File: src/logic/host_cmd_sts_regs.vh
// register offsets, field positions, reset values and timing counts for the command/status group
// Notes on behaviour
// every command write is acted on immediately; a write on the edge where the reset sequence ends is dropped
// light reset resets core, keeps ports and routing
// light reset bit reads zero when not implemented
// controller reset bit resets the host controller
// run is one; schedule runs only then
// status events clear on written one only
// status holds no transaction outcomes
// rollover set when frame index wraps
// port change on owned-port change or resume
// software writes reserved bits with reset values
// interrupt enable is storage with no function
// index width follows configured frame list size
// controller reset bit self-clears when done
// controller reset restores command and status defaults
`ifndef HOST_CMD_STS_REGS_VH
`define HOST_CMD_STS_REGS_VH
`define OFS_HOST_COMMAND          8'h20
`define OFS_HOST_STATUS           8'h24
`define OFS_HOST_INTERRUPT_ENABLE 8'h28
`define CMD_RESET_VAL             32'h00080B00
`define STS_RESET_VAL             32'h00000000
`define INTR_RESET_VAL            32'h00000000
`define CMD_RUN_STOP_BIT          0
`define CMD_CONTROLLER_RESET_BIT  1
`define CMD_FLS_LSB               2
`define CMD_LIGHT_RESET_BIT       7
`define STS_PCD_BIT               2
`define STS_FLR_BIT               3
`define LIGHT_RESET_IMPL          1'b1
`define RESET_TIME_NS             80
`define CLK_PERIOD_NS             5
`define RESET_CYCLES              ((`RESET_TIME_NS + `CLK_PERIOD_NS - 1) / `CLK_PERIOD_NS)
`define NUM_PORTS                 3
`endif

File: src/logic/core_reset_seq.v
// reset sequencer: holds a core reset for a fixed count, then reports done
`include "host_cmd_sts_regs.vh"
module core_reset_seq (
    // clock and control
    input  wire       clk,
    input  wire       rst,
    input  wire       ce,
    // request and status
    input  wire       start,
    output wire       busy,
    output reg        done_pulse
);
    reg [7:0] cnt_r;
    // the count is cut to the counter width on purpose; it must be at least two
    localparam integer LOAD_CYC = `RESET_CYCLES;
    localparam [7:0]   LOAD     = LOAD_CYC[7:0];

    // count down; a restart while busy simply reloads
    // done fires one cycle early so the restore lands on the edge where busy falls
    always @(posedge clk) begin
        if (rst) begin
            cnt_r      <= 8'h00;
            done_pulse <= 1'b0;
        end else if (ce) begin
            done_pulse <= (cnt_r == 8'h02) && !start;
            if (start)
                cnt_r <= LOAD;
            else if (cnt_r != 8'h00)
                cnt_r <= cnt_r - 8'h01;
        end
    end
    assign busy = (cnt_r != 8'h00);
endmodule

File: src/logic/host_cmd_sts.v
// command, status and interrupt-enable registers of the host controller core
`include "host_cmd_sts_regs.vh"
module host_cmd_sts (
    // clock, reset, enable
    input  wire        clk,
    input  wire        rst,
    input  wire        ce,
    // register access port
    input  wire [7:0]  reg_addr,
    input  wire        reg_wr,
    input  wire        reg_rd,
    input  wire [31:0] reg_wdata,
    output reg  [31:0] reg_rdata,
    // frame index and port events from the core
    input  wire [13:0] frame_index,
    input  wire [2:0]  port_change,
    input  wire [2:0]  port_owner,
    input  wire [2:0]  force_port_resume,
    input  wire [2:0]  port_suspended,
    // controls to the core
    output wire        run_stop,
    output wire [1:0]  frame_list_size,
    output wire        core_reset,
    output wire        light_reset,
    output wire        ports_reset
);
    reg  [31:0] cmd_r;
    reg  [31:0] cmd_nxt;
    reg  [31:0] sts_r;
    reg  [31:0] sts_nxt;
    reg  [31:0] intr_r;
    reg  [13:0] fidx_prev_r;
    reg  [2:0]  chg_prev_r;
    reg  [2:0]  fpr_prev_r;
    reg         light_r;
    wire        seq_busy;
    wire        seq_done;
    wire        wr_cmd  = reg_wr && (reg_addr == `OFS_HOST_COMMAND);
    wire        wr_sts  = reg_wr && (reg_addr == `OFS_HOST_STATUS);
    wire        wr_intr = reg_wr && (reg_addr == `OFS_HOST_INTERRUPT_ENABLE);
    wire        hc_req  = wr_cmd && reg_wdata[`CMD_CONTROLLER_RESET_BIT];
    wire        lr_req  = wr_cmd && reg_wdata[`CMD_LIGHT_RESET_BIT] && `LIGHT_RESET_IMPL;
    reg  [13:0] idx_mask;
    reg         rollover;
    reg         pcd_event;
    wire [2:0]  port_evt;
    genvar      g;

    core_reset_seq u_seq (
        .clk        (clk),
        .rst        (rst),
        .ce         (ce),
        .start      (hc_req | lr_req),
        .busy       (seq_busy),
        .done_pulse (seq_done)
    );

    // index width by frame list size: 1024, 512, 256 entries
    always @* begin
        case (cmd_r[`CMD_FLS_LSB+1:`CMD_FLS_LSB])
            2'b00:   idx_mask = 14'h1FFF;
            2'b01:   idx_mask = 14'h0FFF;
            2'b10:   idx_mask = 14'h07FF;
            default: idx_mask = 14'h1FFF;
        endcase
    end

    // rollover: masked index went from nonzero to zero
    always @* begin
        rollover = ((fidx_prev_r & idx_mask) != 14'h0000) &&
                   ((frame_index & idx_mask) == 14'h0000);
    end

    // port change per port: owned-port change rise or resume rise on suspended port
    generate
        for (g = 0; g < `NUM_PORTS; g = g + 1) begin : g_port
            assign port_evt[g] = (port_change[g] && !chg_prev_r[g] && !port_owner[g]) ||
                (force_port_resume[g] && !fpr_prev_r[g] && port_suspended[g]);
        end
    endgenerate

    // any port raises the shared change event
    always @* begin
        pcd_event = |port_evt;
    end

    // command next value: writes take effect at once, reset bit self-clears
    always @* begin
        cmd_nxt = cmd_r;
        if (wr_cmd) begin
            cmd_nxt = reg_wdata;
            cmd_nxt[`CMD_LIGHT_RESET_BIT] = lr_req;
        end
        if (hc_req || lr_req)
            cmd_nxt[`CMD_RUN_STOP_BIT] = 1'b0;
        if (seq_done) begin
            cmd_nxt[`CMD_CONTROLLER_RESET_BIT] = 1'b0;
            cmd_nxt[`CMD_LIGHT_RESET_BIT] = 1'b0;
        end
    end

    // status next value: set beats clear so no event is lost
    always @* begin
        sts_nxt = sts_r;
        if (wr_sts)
            sts_nxt = sts_r & ~reg_wdata;
        if (rollover && !seq_busy)
            sts_nxt[`STS_FLR_BIT] = 1'b1;
        if (pcd_event && !seq_busy)
            sts_nxt[`STS_PCD_BIT] = 1'b1;
        // only event bits exist; no transaction outcome lands here
        sts_nxt = sts_nxt & ((32'h1 << `STS_FLR_BIT) | (32'h1 << `STS_PCD_BIT));
    end

    // register state; a completed controller reset restores defaults
    always @(posedge clk) begin
        if (rst) begin
            cmd_r       <= `CMD_RESET_VAL;
            sts_r       <= `STS_RESET_VAL;
            intr_r      <= `INTR_RESET_VAL;
            fidx_prev_r <= 14'h0000;
            chg_prev_r  <= 3'b000;
            fpr_prev_r  <= 3'b000;
            light_r     <= 1'b0;
        end else if (ce) begin
            fidx_prev_r <= frame_index;
            chg_prev_r  <= port_change;
            fpr_prev_r  <= force_port_resume;
            if (hc_req || lr_req)
                light_r <= lr_req && !hc_req;
            if (seq_done) begin
                cmd_r  <= `CMD_RESET_VAL;
                sts_r  <= `STS_RESET_VAL;
                intr_r <= `INTR_RESET_VAL;
            end else begin
                cmd_r <= cmd_nxt;
                sts_r <= sts_nxt;
                if (wr_intr)
                    intr_r <= reg_wdata;
            end
        end
    end

    // read mux, registered; unmapped addresses read zero
    always @(posedge clk) begin
        if (rst) begin
            reg_rdata <= 32'h00000000;
        end else if (ce && reg_rd) begin
            case (reg_addr)
                `OFS_HOST_COMMAND:          reg_rdata <= cmd_r;
                `OFS_HOST_STATUS:           reg_rdata <= sts_r;
                `OFS_HOST_INTERRUPT_ENABLE: reg_rdata <= intr_r;
                default:                    reg_rdata <= 32'h00000000;
            endcase
        end
    end

    // controls to the core; a light reset leaves ports and routing alone
    assign run_stop        = cmd_r[`CMD_RUN_STOP_BIT] && !seq_busy;
    assign frame_list_size = cmd_r[`CMD_FLS_LSB+1:`CMD_FLS_LSB];
    assign core_reset      = seq_busy;
    assign light_reset     = seq_busy && light_r;
    assign ports_reset     = seq_busy && !light_r;
endmodule

File: config.mk
export PLATFORM = sky130hd
export DESIGN_NAME = host_cmd_sts
export DESIGN_NICKNAME = d
export VERILOG_FILES = /design/src/logic/core_reset_seq.v /design/src/logic/host_cmd_sts.v
export VERILOG_INCLUDE_DIRS = /design/src /design/src/logic
export SDC_FILE = /design/constraint.sdc
export NUM_CORES = 1
export LEC_CHECK = 0
export ABC_AREA = 1
export BUFFER_PORTS_ARGS = -buffer_cell sky130_fd_sc_hd__buf_2
export CAP_MARGIN = 0
export CORE_UTILIZATION = 55
export DETAILED_ROUTE_END_ITERATION = 10
export PLACE_DENSITY = 0.79
export RECOVER_POWER = 25
export SLEW_MARGIN = 20
export SYNTH_ARGS = -nofsm -noshare
export SYNTH_HDL_FRONTEND = slang
export SYNTH_HIERARCHICAL = 1
export SYNTH_SLANG_ARGS = --single-unit
File: constraint.sdc
create_clock -name clk -period 1.9 [get_ports clk]
set_input_delay 0.095 -clock clk [delete_from_list [all_inputs] [get_ports clk]]
set_output_delay 0.095 -clock clk [all_outputs]
set_load 0.01 [all_outputs]
# Word level (Yosys, flattened, before mapping)
# Index checks and enable logic that the tools add are counted.
# word_totals
in_bits	71
regBits	130
wordCells	98
out_inout_bits	38
# op_classes
eq_ne	6
n_reduce_logical	60
n_bitwise	5
mux	13
addsub	1
# op_table
op	count
$mux 32	4
$pmux 32 s3	1
$and 14x14->14	2
$logic_and 1x1->1	26
$pmux 13 s2	1
$eq 8x6->1 const B	3
$mux 8	2
$logic_not 14->1	1
$reduce_and 2->1	7
$reduce_bool 14->1	1
$logic_not 1->1	13
$reduce_bool 3->1	3
$eq 8x2->1 const B	1
$mux 4	2
$reduce_bool 8->1	1
$sub 8x1->8 const B	1
$reduce_bool 2->1	3
$and 4x4->4	1
$logic_or 1x1->1	4
$not 4->4	1
$mux 1	3
$reduce_or 3->1	1
$eq 2x1->1 const B	1
$eq 2x2->1 const B	1
$or 1x1->1	1

# Longest topological paths before layout
# Gate-level depths: netlist (run 1).
# depth
word_depth	8
depth_mapped	15

# By module
# The synthesis (run 1) kept the hierarchy.
# modules_own_cells
mod	seq_area_each_um2	area_per_inst_um2	instances	cells_each
host_cmd_sts	2362.3	5278.8	1	780
core_reset_seq	180.2	611.8	1	89

# Least setup slack after synthesis (run 1)
# OpenSTA, ideal clock, no wires.
# synth_timing
kind	input-to-reg
startpoint	input port reg_addr[3]
endpoint	register u_seq.cnt_r[1]
setup_ns	0.116
n_path_buf	2
arrival_ns	1.356
required_time_ns	1.784
setup_slack_ns	0.428
path_stages	14
path_cell_list	nor2_1 nand2_1 nor2_2 buf_6 buf_6 o211ai_1 inv_1 inv_1 nand3_4 nand2_8 inv_8 nand2_1 o21ai_1 nor2_2
# synth_between
elab_chain_cells	6
# synth_lines
element	line	rtl
from (decl)	host_cmd_sts.v:9	input wire [7:0] reg_addr,
$eq 8x6->1 *	--	
$logic_and 1x1->1 *	host_cmd_sts.v:38	wire wr_cmd = reg_wr && (reg_addr == `OFS_HOST_COMMAND);
$logic_and 1x1->1 (on tied branches)	host_cmd_sts.v:41, host_cmd_sts.v:42	
$or 1x1->1 *	host_cmd_sts.v:53	.start (hc_req | lr_req),
$reduce_bool 2->1 (no line)	--	
$reduce_and 2->1 (no line)	--	
to (signal assigned)	core_reset_seq.v:29	cnt_r <= cnt_r - 8'h01;
to (decl)	core_reset_seq.v:13	reg [7:0] cnt_r;
# Mark *: on every way between the ends. The rest lies on a longest branch, timed or not.
# A chain may end at the register's enable or synchronous reset.

# Worst setup path after layout (run 1)
# layout_timing
startpoint	register u_seq.cnt_r[1]
endpoint	output port run_stop
# layout_between
elab_chain_cells	3
# layout_lines
element	line	rtl
$reduce_bool 8->1	core_reset_seq.v:32	assign busy = (cnt_r != 8'h00);
$logic_not 1->1	host_cmd_sts.v:159	assign run_stop = cmd_r[`CMD_RUN_STOP_BIT] && !seq_busy;
$logic_and 1x1->1	host_cmd_sts.v:159	
to (decl)	host_cmd_sts.v:21	output wire run_stop,
# Every way passes these cells.

==> flow_summary.yaml, run 1 <==
grt:
  grt_pass1_vias: 6031
  grt_usage_pct: 31.25
  grt_pass1_wl_mm: 27.78
  antenna_found_initial: 0
  grt_max_degree: 75
  grt-ovfl-total: 0
drt:
  met2_length_mm: 8.044
  firstDrtPassIters: 6
  finalWirelength_mm: 16.69
  wl_per_cell_um: 14.34
  wl_met1_mm: 6.962
  drc_errors: 0
  wl_met3_mm: 1.240
  via_per_inst: 5.302
  vias: 6172
  antenna_left: 0
  dr.first_iter.drc_count: 430
  highest_layer: "met4"
synthesis:
  synth_cell_types: 28
  netlist_area_um2: 5891
  synth_top_cell_area_share_pct: 43.16
  synth_area_leaders: "dfxtp_1, nand2_1, a21oi_1"
  synth_nets: 944
  syn_inst: 869
  yosysWarnings: 6
  syn_area_per_cell_um2: 6.779
  yosysSeqAreaShare_pct: 43.16
  ys_seq_elements: 127
  netlist.top_cell.by_area: "dfxtp_1"
timing:
  slew_headroom_pct: 48.90
  fin_crit_sh_pct: 94.54
  rsz0062_at_grt: "false"
  slew_violations: 0
  tightest_slew_ps: 766.5
  skew_ps: 6.861
  setup_violations: 0
  whs_ps: 32.83
  min_period_ps: 1796
  tns_ps: 0
  max_freq_mhz: 556.7
  finalHoldViolations: 0
clock_network:
  cts_root_buf: "clkbuf_8"
  cts_setup_buffers: 0
  htreeDepth: 4
  cts_tree: "done"
  clkSinkCount: 127
  cts_buffers: 17
  cts_buffer_depth: 2
  clk_latency_ps: 520
  cts.clk_slew.worst_paths_ps: 60
job:
  drv_cap: 0
final_layout:
  final_common_cell: "nand2_1"
  stdcell_count: 1164
  diodes: 0
  drive_above_1_share_pct: 17.02
  layout_common_cells: "nand2_1, dfxtp_1, nor2_1, buf_2, a21oi_1"
  syn2layout_area_growth_pct: 29.74
  fin_nets: 1090
place:
  portBuffers: 107
  place_inst: 1078
  gp_congestion: 0.8129
  dp_hpwl_mm: 9.514
floorplanning:
  pin_count: 109
  initial_core_util_pct: 56.81
  die_y_um: 105.5
  dieArea_um2: 11130
  coreArea_um2: 10370
  rows: 37
  die_w_um: 105.5
status:
  run_status: "finished clean"
min_path:
  hold_class: "in -> reg"
setup_path:
  worstPathArrival_ps: 1700
  setup.worst_path.end_class: "primary output"
  cp_data_required_time_ps: 1800
  cp-start-kind: "flip-flop"
  criticalPathCategory: "reg -> out"
  cp_max_fo: 6
pwr:
  ir_worst_vdd_mv: 0.8585
  power.density_nw_per_um2: 1061
  seq_power_share_pct: 35.9
  swShare_pct: 29.56
  pwr-share-clk_pct: 42.8
  share_comb_of_total_power_pct: 21.4
  p_int_w: 0.005713
  p_switching_w: 0.002397
  power_leakage_nw: 3.403
metal layers:
layer | up-vias | GRT usage [%]
li1 | 3047 | -
met3 | 48 | 6.432
met2 | 298 | 53.38
met4 | 0 | 14.38
met1 | 2779 | 37.71
met5 | - | 0
Yosys cell counts (all sizes together):
master  count
nand2     248
nor2      128
dfxtp     127
a21oi      91
nand3      81
inv        79
o21ai      44
buf        31
clkbuf     20
nand3b      6
nand4       6
ha          4
clkinv      1
nor3        1
o211ai      1
o21bai      1
repair_timing:
item                                    CTS  global route
hold buffers                             54             0
endpoints found under the setup margin    3             3
gates cloned                              0             0
resized for setup                         1             2
pin swaps                                 0             0
hold endpoints to repair                 87             0
path summary, 6_finish.rpt:
kind	to	start	depth (start not counted)	slack (ps)
max reg2reg	sts_r[3]	u_seq/cnt_r[1]	9	330
max	run_stop	u_seq/cnt_r[1]	7	100
min reg2reg	intr_r[28]	intr_r[28]	2	460
min	sts_r[2]	port_suspended[1]	5	30
worst max-delay path: stages (launching register included):
cell	delay [ps]
dfxtp_1	330
inv_1	110
ha_1	160
inv_1	60
nor2_4	160
nand2_4	100
nor2_1	120
buf_2	140
state kept, by name, indices dropped and copies added (netlist names):
signal            flops
fpr_prev_r            3
reg_rdata            32
intr_r               32
light_r               1
cmd_r                32
chg_prev_r            3
u_seq/done_pulse      1
fidx_prev_r          13
sts_r                 2
u_seq/cnt_r           8
per-stage QoR:
stage	util [%]	power [W]	setup WS (ps)	instance area, µm²
after floorplan	-	0.004130	427.5	5891
after global placement	62.54	0.004489	318.9	6485
after detailed placement	62.54	0.004533	285.9	6485
after CTS	73.88	0.008060	39.87	7661
after global routing	73.70	0.008476	11.42	7642
final	73.70	0.008110	103.7	7642
logic make-up after synthesis:
family | Yosys count | share of synthesized area [%]
AO/OA/AOI/OAI | 137 | 11.72
adder cells (fa/ha/maj) | 4 | 0.8497
buffers and inverters | 131 | 9.919
flip-flops | 127 | 43.16
AND/OR/NAND/NOR | 470 | 34.35
power groups by stage:
stage,registers [W],logic [W],clock network [W]
after detailed placement,0.00296,0.00157,0
after global placement,0.00296,0.00153,0
after CTS,0.00291,0.00168,0.00347
after floorplan,0.00294,0.00119,0
after global routing,0.00293,0.00193,0.00362
final,0.00291,0.00173,0.00347
area by class of cell:
type                            instances  area, µm²
Clock buffer                           19      421.7
Timing Repair Buffer                  178       1217
Clock inverter                         13      211.5
Sequential cell                       127       2542
Tap cell                              136      170.2
Multi-Input combinational cell        611       2771
Fill cell                             797       2728
Inverter                               80      307.8
Power figures use the tool's default switching activity.
==> run 2, diff against run 1 <==
--- a/config.mk
+++ b/config.mk
@@ -12,7 +12,8 @@
 export CORE_UTILIZATION = 55
 export DETAILED_ROUTE_END_ITERATION = 10
 export PLACE_DENSITY = 0.79
-export RECOVER_POWER = 25
+export RECOVER_POWER = 100
+export SKIP_CTS_REPAIR_TIMING = 1
 export SLEW_MARGIN = 20
 export SYNTH_ARGS = -nofsm -noshare
 export SYNTH_HDL_FRONTEND = slang
==> flow_summary.yaml, run 2 (synthesis gave the netlist of run 1 again) <==
status:
  run_status: "finished, violations left"
  violations: "hold timing"
pwr:
  seq_power_share_pct: 36.4
  share_comb_of_total_power_pct: 20.4
  swShare_pct: 29.17
  p_switching_w: 0.002332
  power.density_nw_per_um2: 1063
  power_leakage_nw: 3.276
  p_int_w: 0.005663
  pwr-share-clk_pct: 43.2
  ir_worst_vdd_mv: 0.8304
setup_path:
  cp_data_required_time_ps: 1800
  critPathMostFrequentCell: "inv_1"
  criticalPathCategory: "reg -> out"
  cp.buffers_inverters: 4
  cp_max_fo: 6
  worstPathArrival_ps: 1690
  cp_slowest_stage_delay_ps: 370
  crit_family: "flip-flops"
  cp-start-kind: "flip-flop"
  worstPathCellList: "inv_1, ha_1, inv_1, nor2_4, nand2_2, inv_1, nor2_1, buf_2"
  setup.worst_path.end_class: "primary output"
  crit_slowest_cell: "dfxtp_1"
place:
  gp_congestion: 0.8129
  portBuffers: 107
  dp_hpwl_mm: 9.514
  post-place-ws_ps: 285.9
grt:
  grt_usage_pct: 28.12
  grt-ovfl-total: 0
  grt_max_degree: 75
  grt_pass1_vias: 5406
  antenna_found_initial: 0
  grt_pass1_wl_mm: 25.05
timing:
  whs_ps: -28.34
  tightest_slew_ps: 886.0
  max_freq_mhz: 559.6
  rsz0062_at_grt: "false"
  tns_ps: 0
  setup_violations: 0
  min_period_ps: 1787
  slew_headroom_pct: 40.93
  slew_violations: 0
  fin_crit_sh_pct: 94.04
  finalHoldViolations: 3
  skew_ps: 8.858
  fin_ws_ps: 113.2
final_layout:
  fin_nets: 1086
  finalCoreUtilization_pct: 72.54
  reg_top3: "cmd_r (32), intr_r (32), reg_rdata (32)"
  drive_above_1_share_pct: 14.75
  layout_common_cells: "nand2_1, dfxtp_1, nor2_1, a21oi_1, nand3_1"
  final_common_cell: "nand2_1"
  fillers: 821
  syn2layout_area_growth_pct: 27.70
  diodes: 0
floorplanning:
  initial_core_util_pct: 56.81
  die_w_um: 105.5
  die_y_um: 105.5
  coreArea_um2: 10370
  rows: 37
  pin_count: 109
  dieArea_um2: 11130
drt:
  drc_errors: 0
  dr.first_iter.drc_count: 467
  finalWirelength_mm: 16.58
  antenna_left: 0
  wl_per_cell_um: 14.29
  vias: 6113
  via_per_inst: 5.270
  firstDrtPassIters: 5
min_path:
  hold_class: "in -> reg"
clock_network:
  cts_buffers: 17
  clk_latency_ps: 510
  cts_tree: "done"
  cts_buffer_depth: 2
  clkSinkCount: 127
  cts_root_buf: "clkbuf_8"
  htreeDepth: 4
  cts.clk_slew.worst_paths_ps: 60
job:
  drv_cap: 0
[run 2: cell count changes in the layout (fill, tap and decap cells not counted), sizes merged]
| cell | before | now |
|---|---|---|
| dlygate4sd3 | 54 | 50 |
| clkbuf | 36 | 61 |
| buf | 107 | 82 |
[run 2: metal layers]
| metal | track usage (%) | routed length [µm] | vias to the layer above |
|---|---|---|---|
| met4 | 10.42 | 446 | 0 |
| li1 | - | - | 3044 |
| met2 | 47.46 | 7987 | 270 |
| met1 | 35.41 | 7014 | 2749 |
| met5 | 0 | 0 | - |
| met3 | 5.751 | 1127 | 50 |
[run 2: worst paths after layout]
check	slack [ps]	start	cells after the start	to
max	110	u_seq/cnt_r[1]	8	ports_reset
min	-30	reg_wdata[4]	5	intr_r[4]
max reg2reg	120	u_seq/cnt_r[1]	10	u_seq/cnt_r[1]
min reg2reg	460	intr_r[28]	2	intr_r[28]
[run 2: final cells by class]
cell class | count | area, µm² | share of cell area (%)
clock buffer | 19 | 421.7 | 5.605
clock inverter | 13 | 211.5 | 2.811
inverter | 80 | 300.3 | 3.992
multi-input combinational | 611 | 2749 | 36.54
sequential | 127 | 2542 | 33.80
tap | 136 | 170.2 | 2.262
timing repair buffer | 174 | 1127 | 14.99
[run 2: through the flow]
step | area, µm² | hold slack [ps] | power, W | instances
after floorplan | 5891 | 164.1 | 0.004130 | 869
after global placement | 6485 | 334.1 | 0.004489 | 1078
after CTS | 7118 | -189.7 | 0.007964 | 1110
after detailed placement | 6485 | 340.5 | 0.004533 | 1078
final | 7522 | -28.34 | 0.007996 | 1160
after global routing | 7522 | 8.560 | 0.008365 | 1160
[run 2: power groups by stage]
stage,sequential (W),combinational (W),clock [W]
final,0.00291,0.00163,0.00346
after global routing,0.00293,0.00182,0.00361
after CTS,0.00291,0.00158,0.00347
after detailed placement,0.00296,0.00157,0
after global placement,0.00296,0.00153,0
after floorplan,0.00294,0.00119,0
[run 2: worst register-to-register path, stage by stage, from the launching register on]
cell	delay, ps
dfxtp_1	370
inv_1	100
ha_1	190
inv_1	90
nor2_4	50
nand3_1	200
nand2_8	100
inv_1	310
nand2_1	100
o21ai_1	120
nor2_2	40
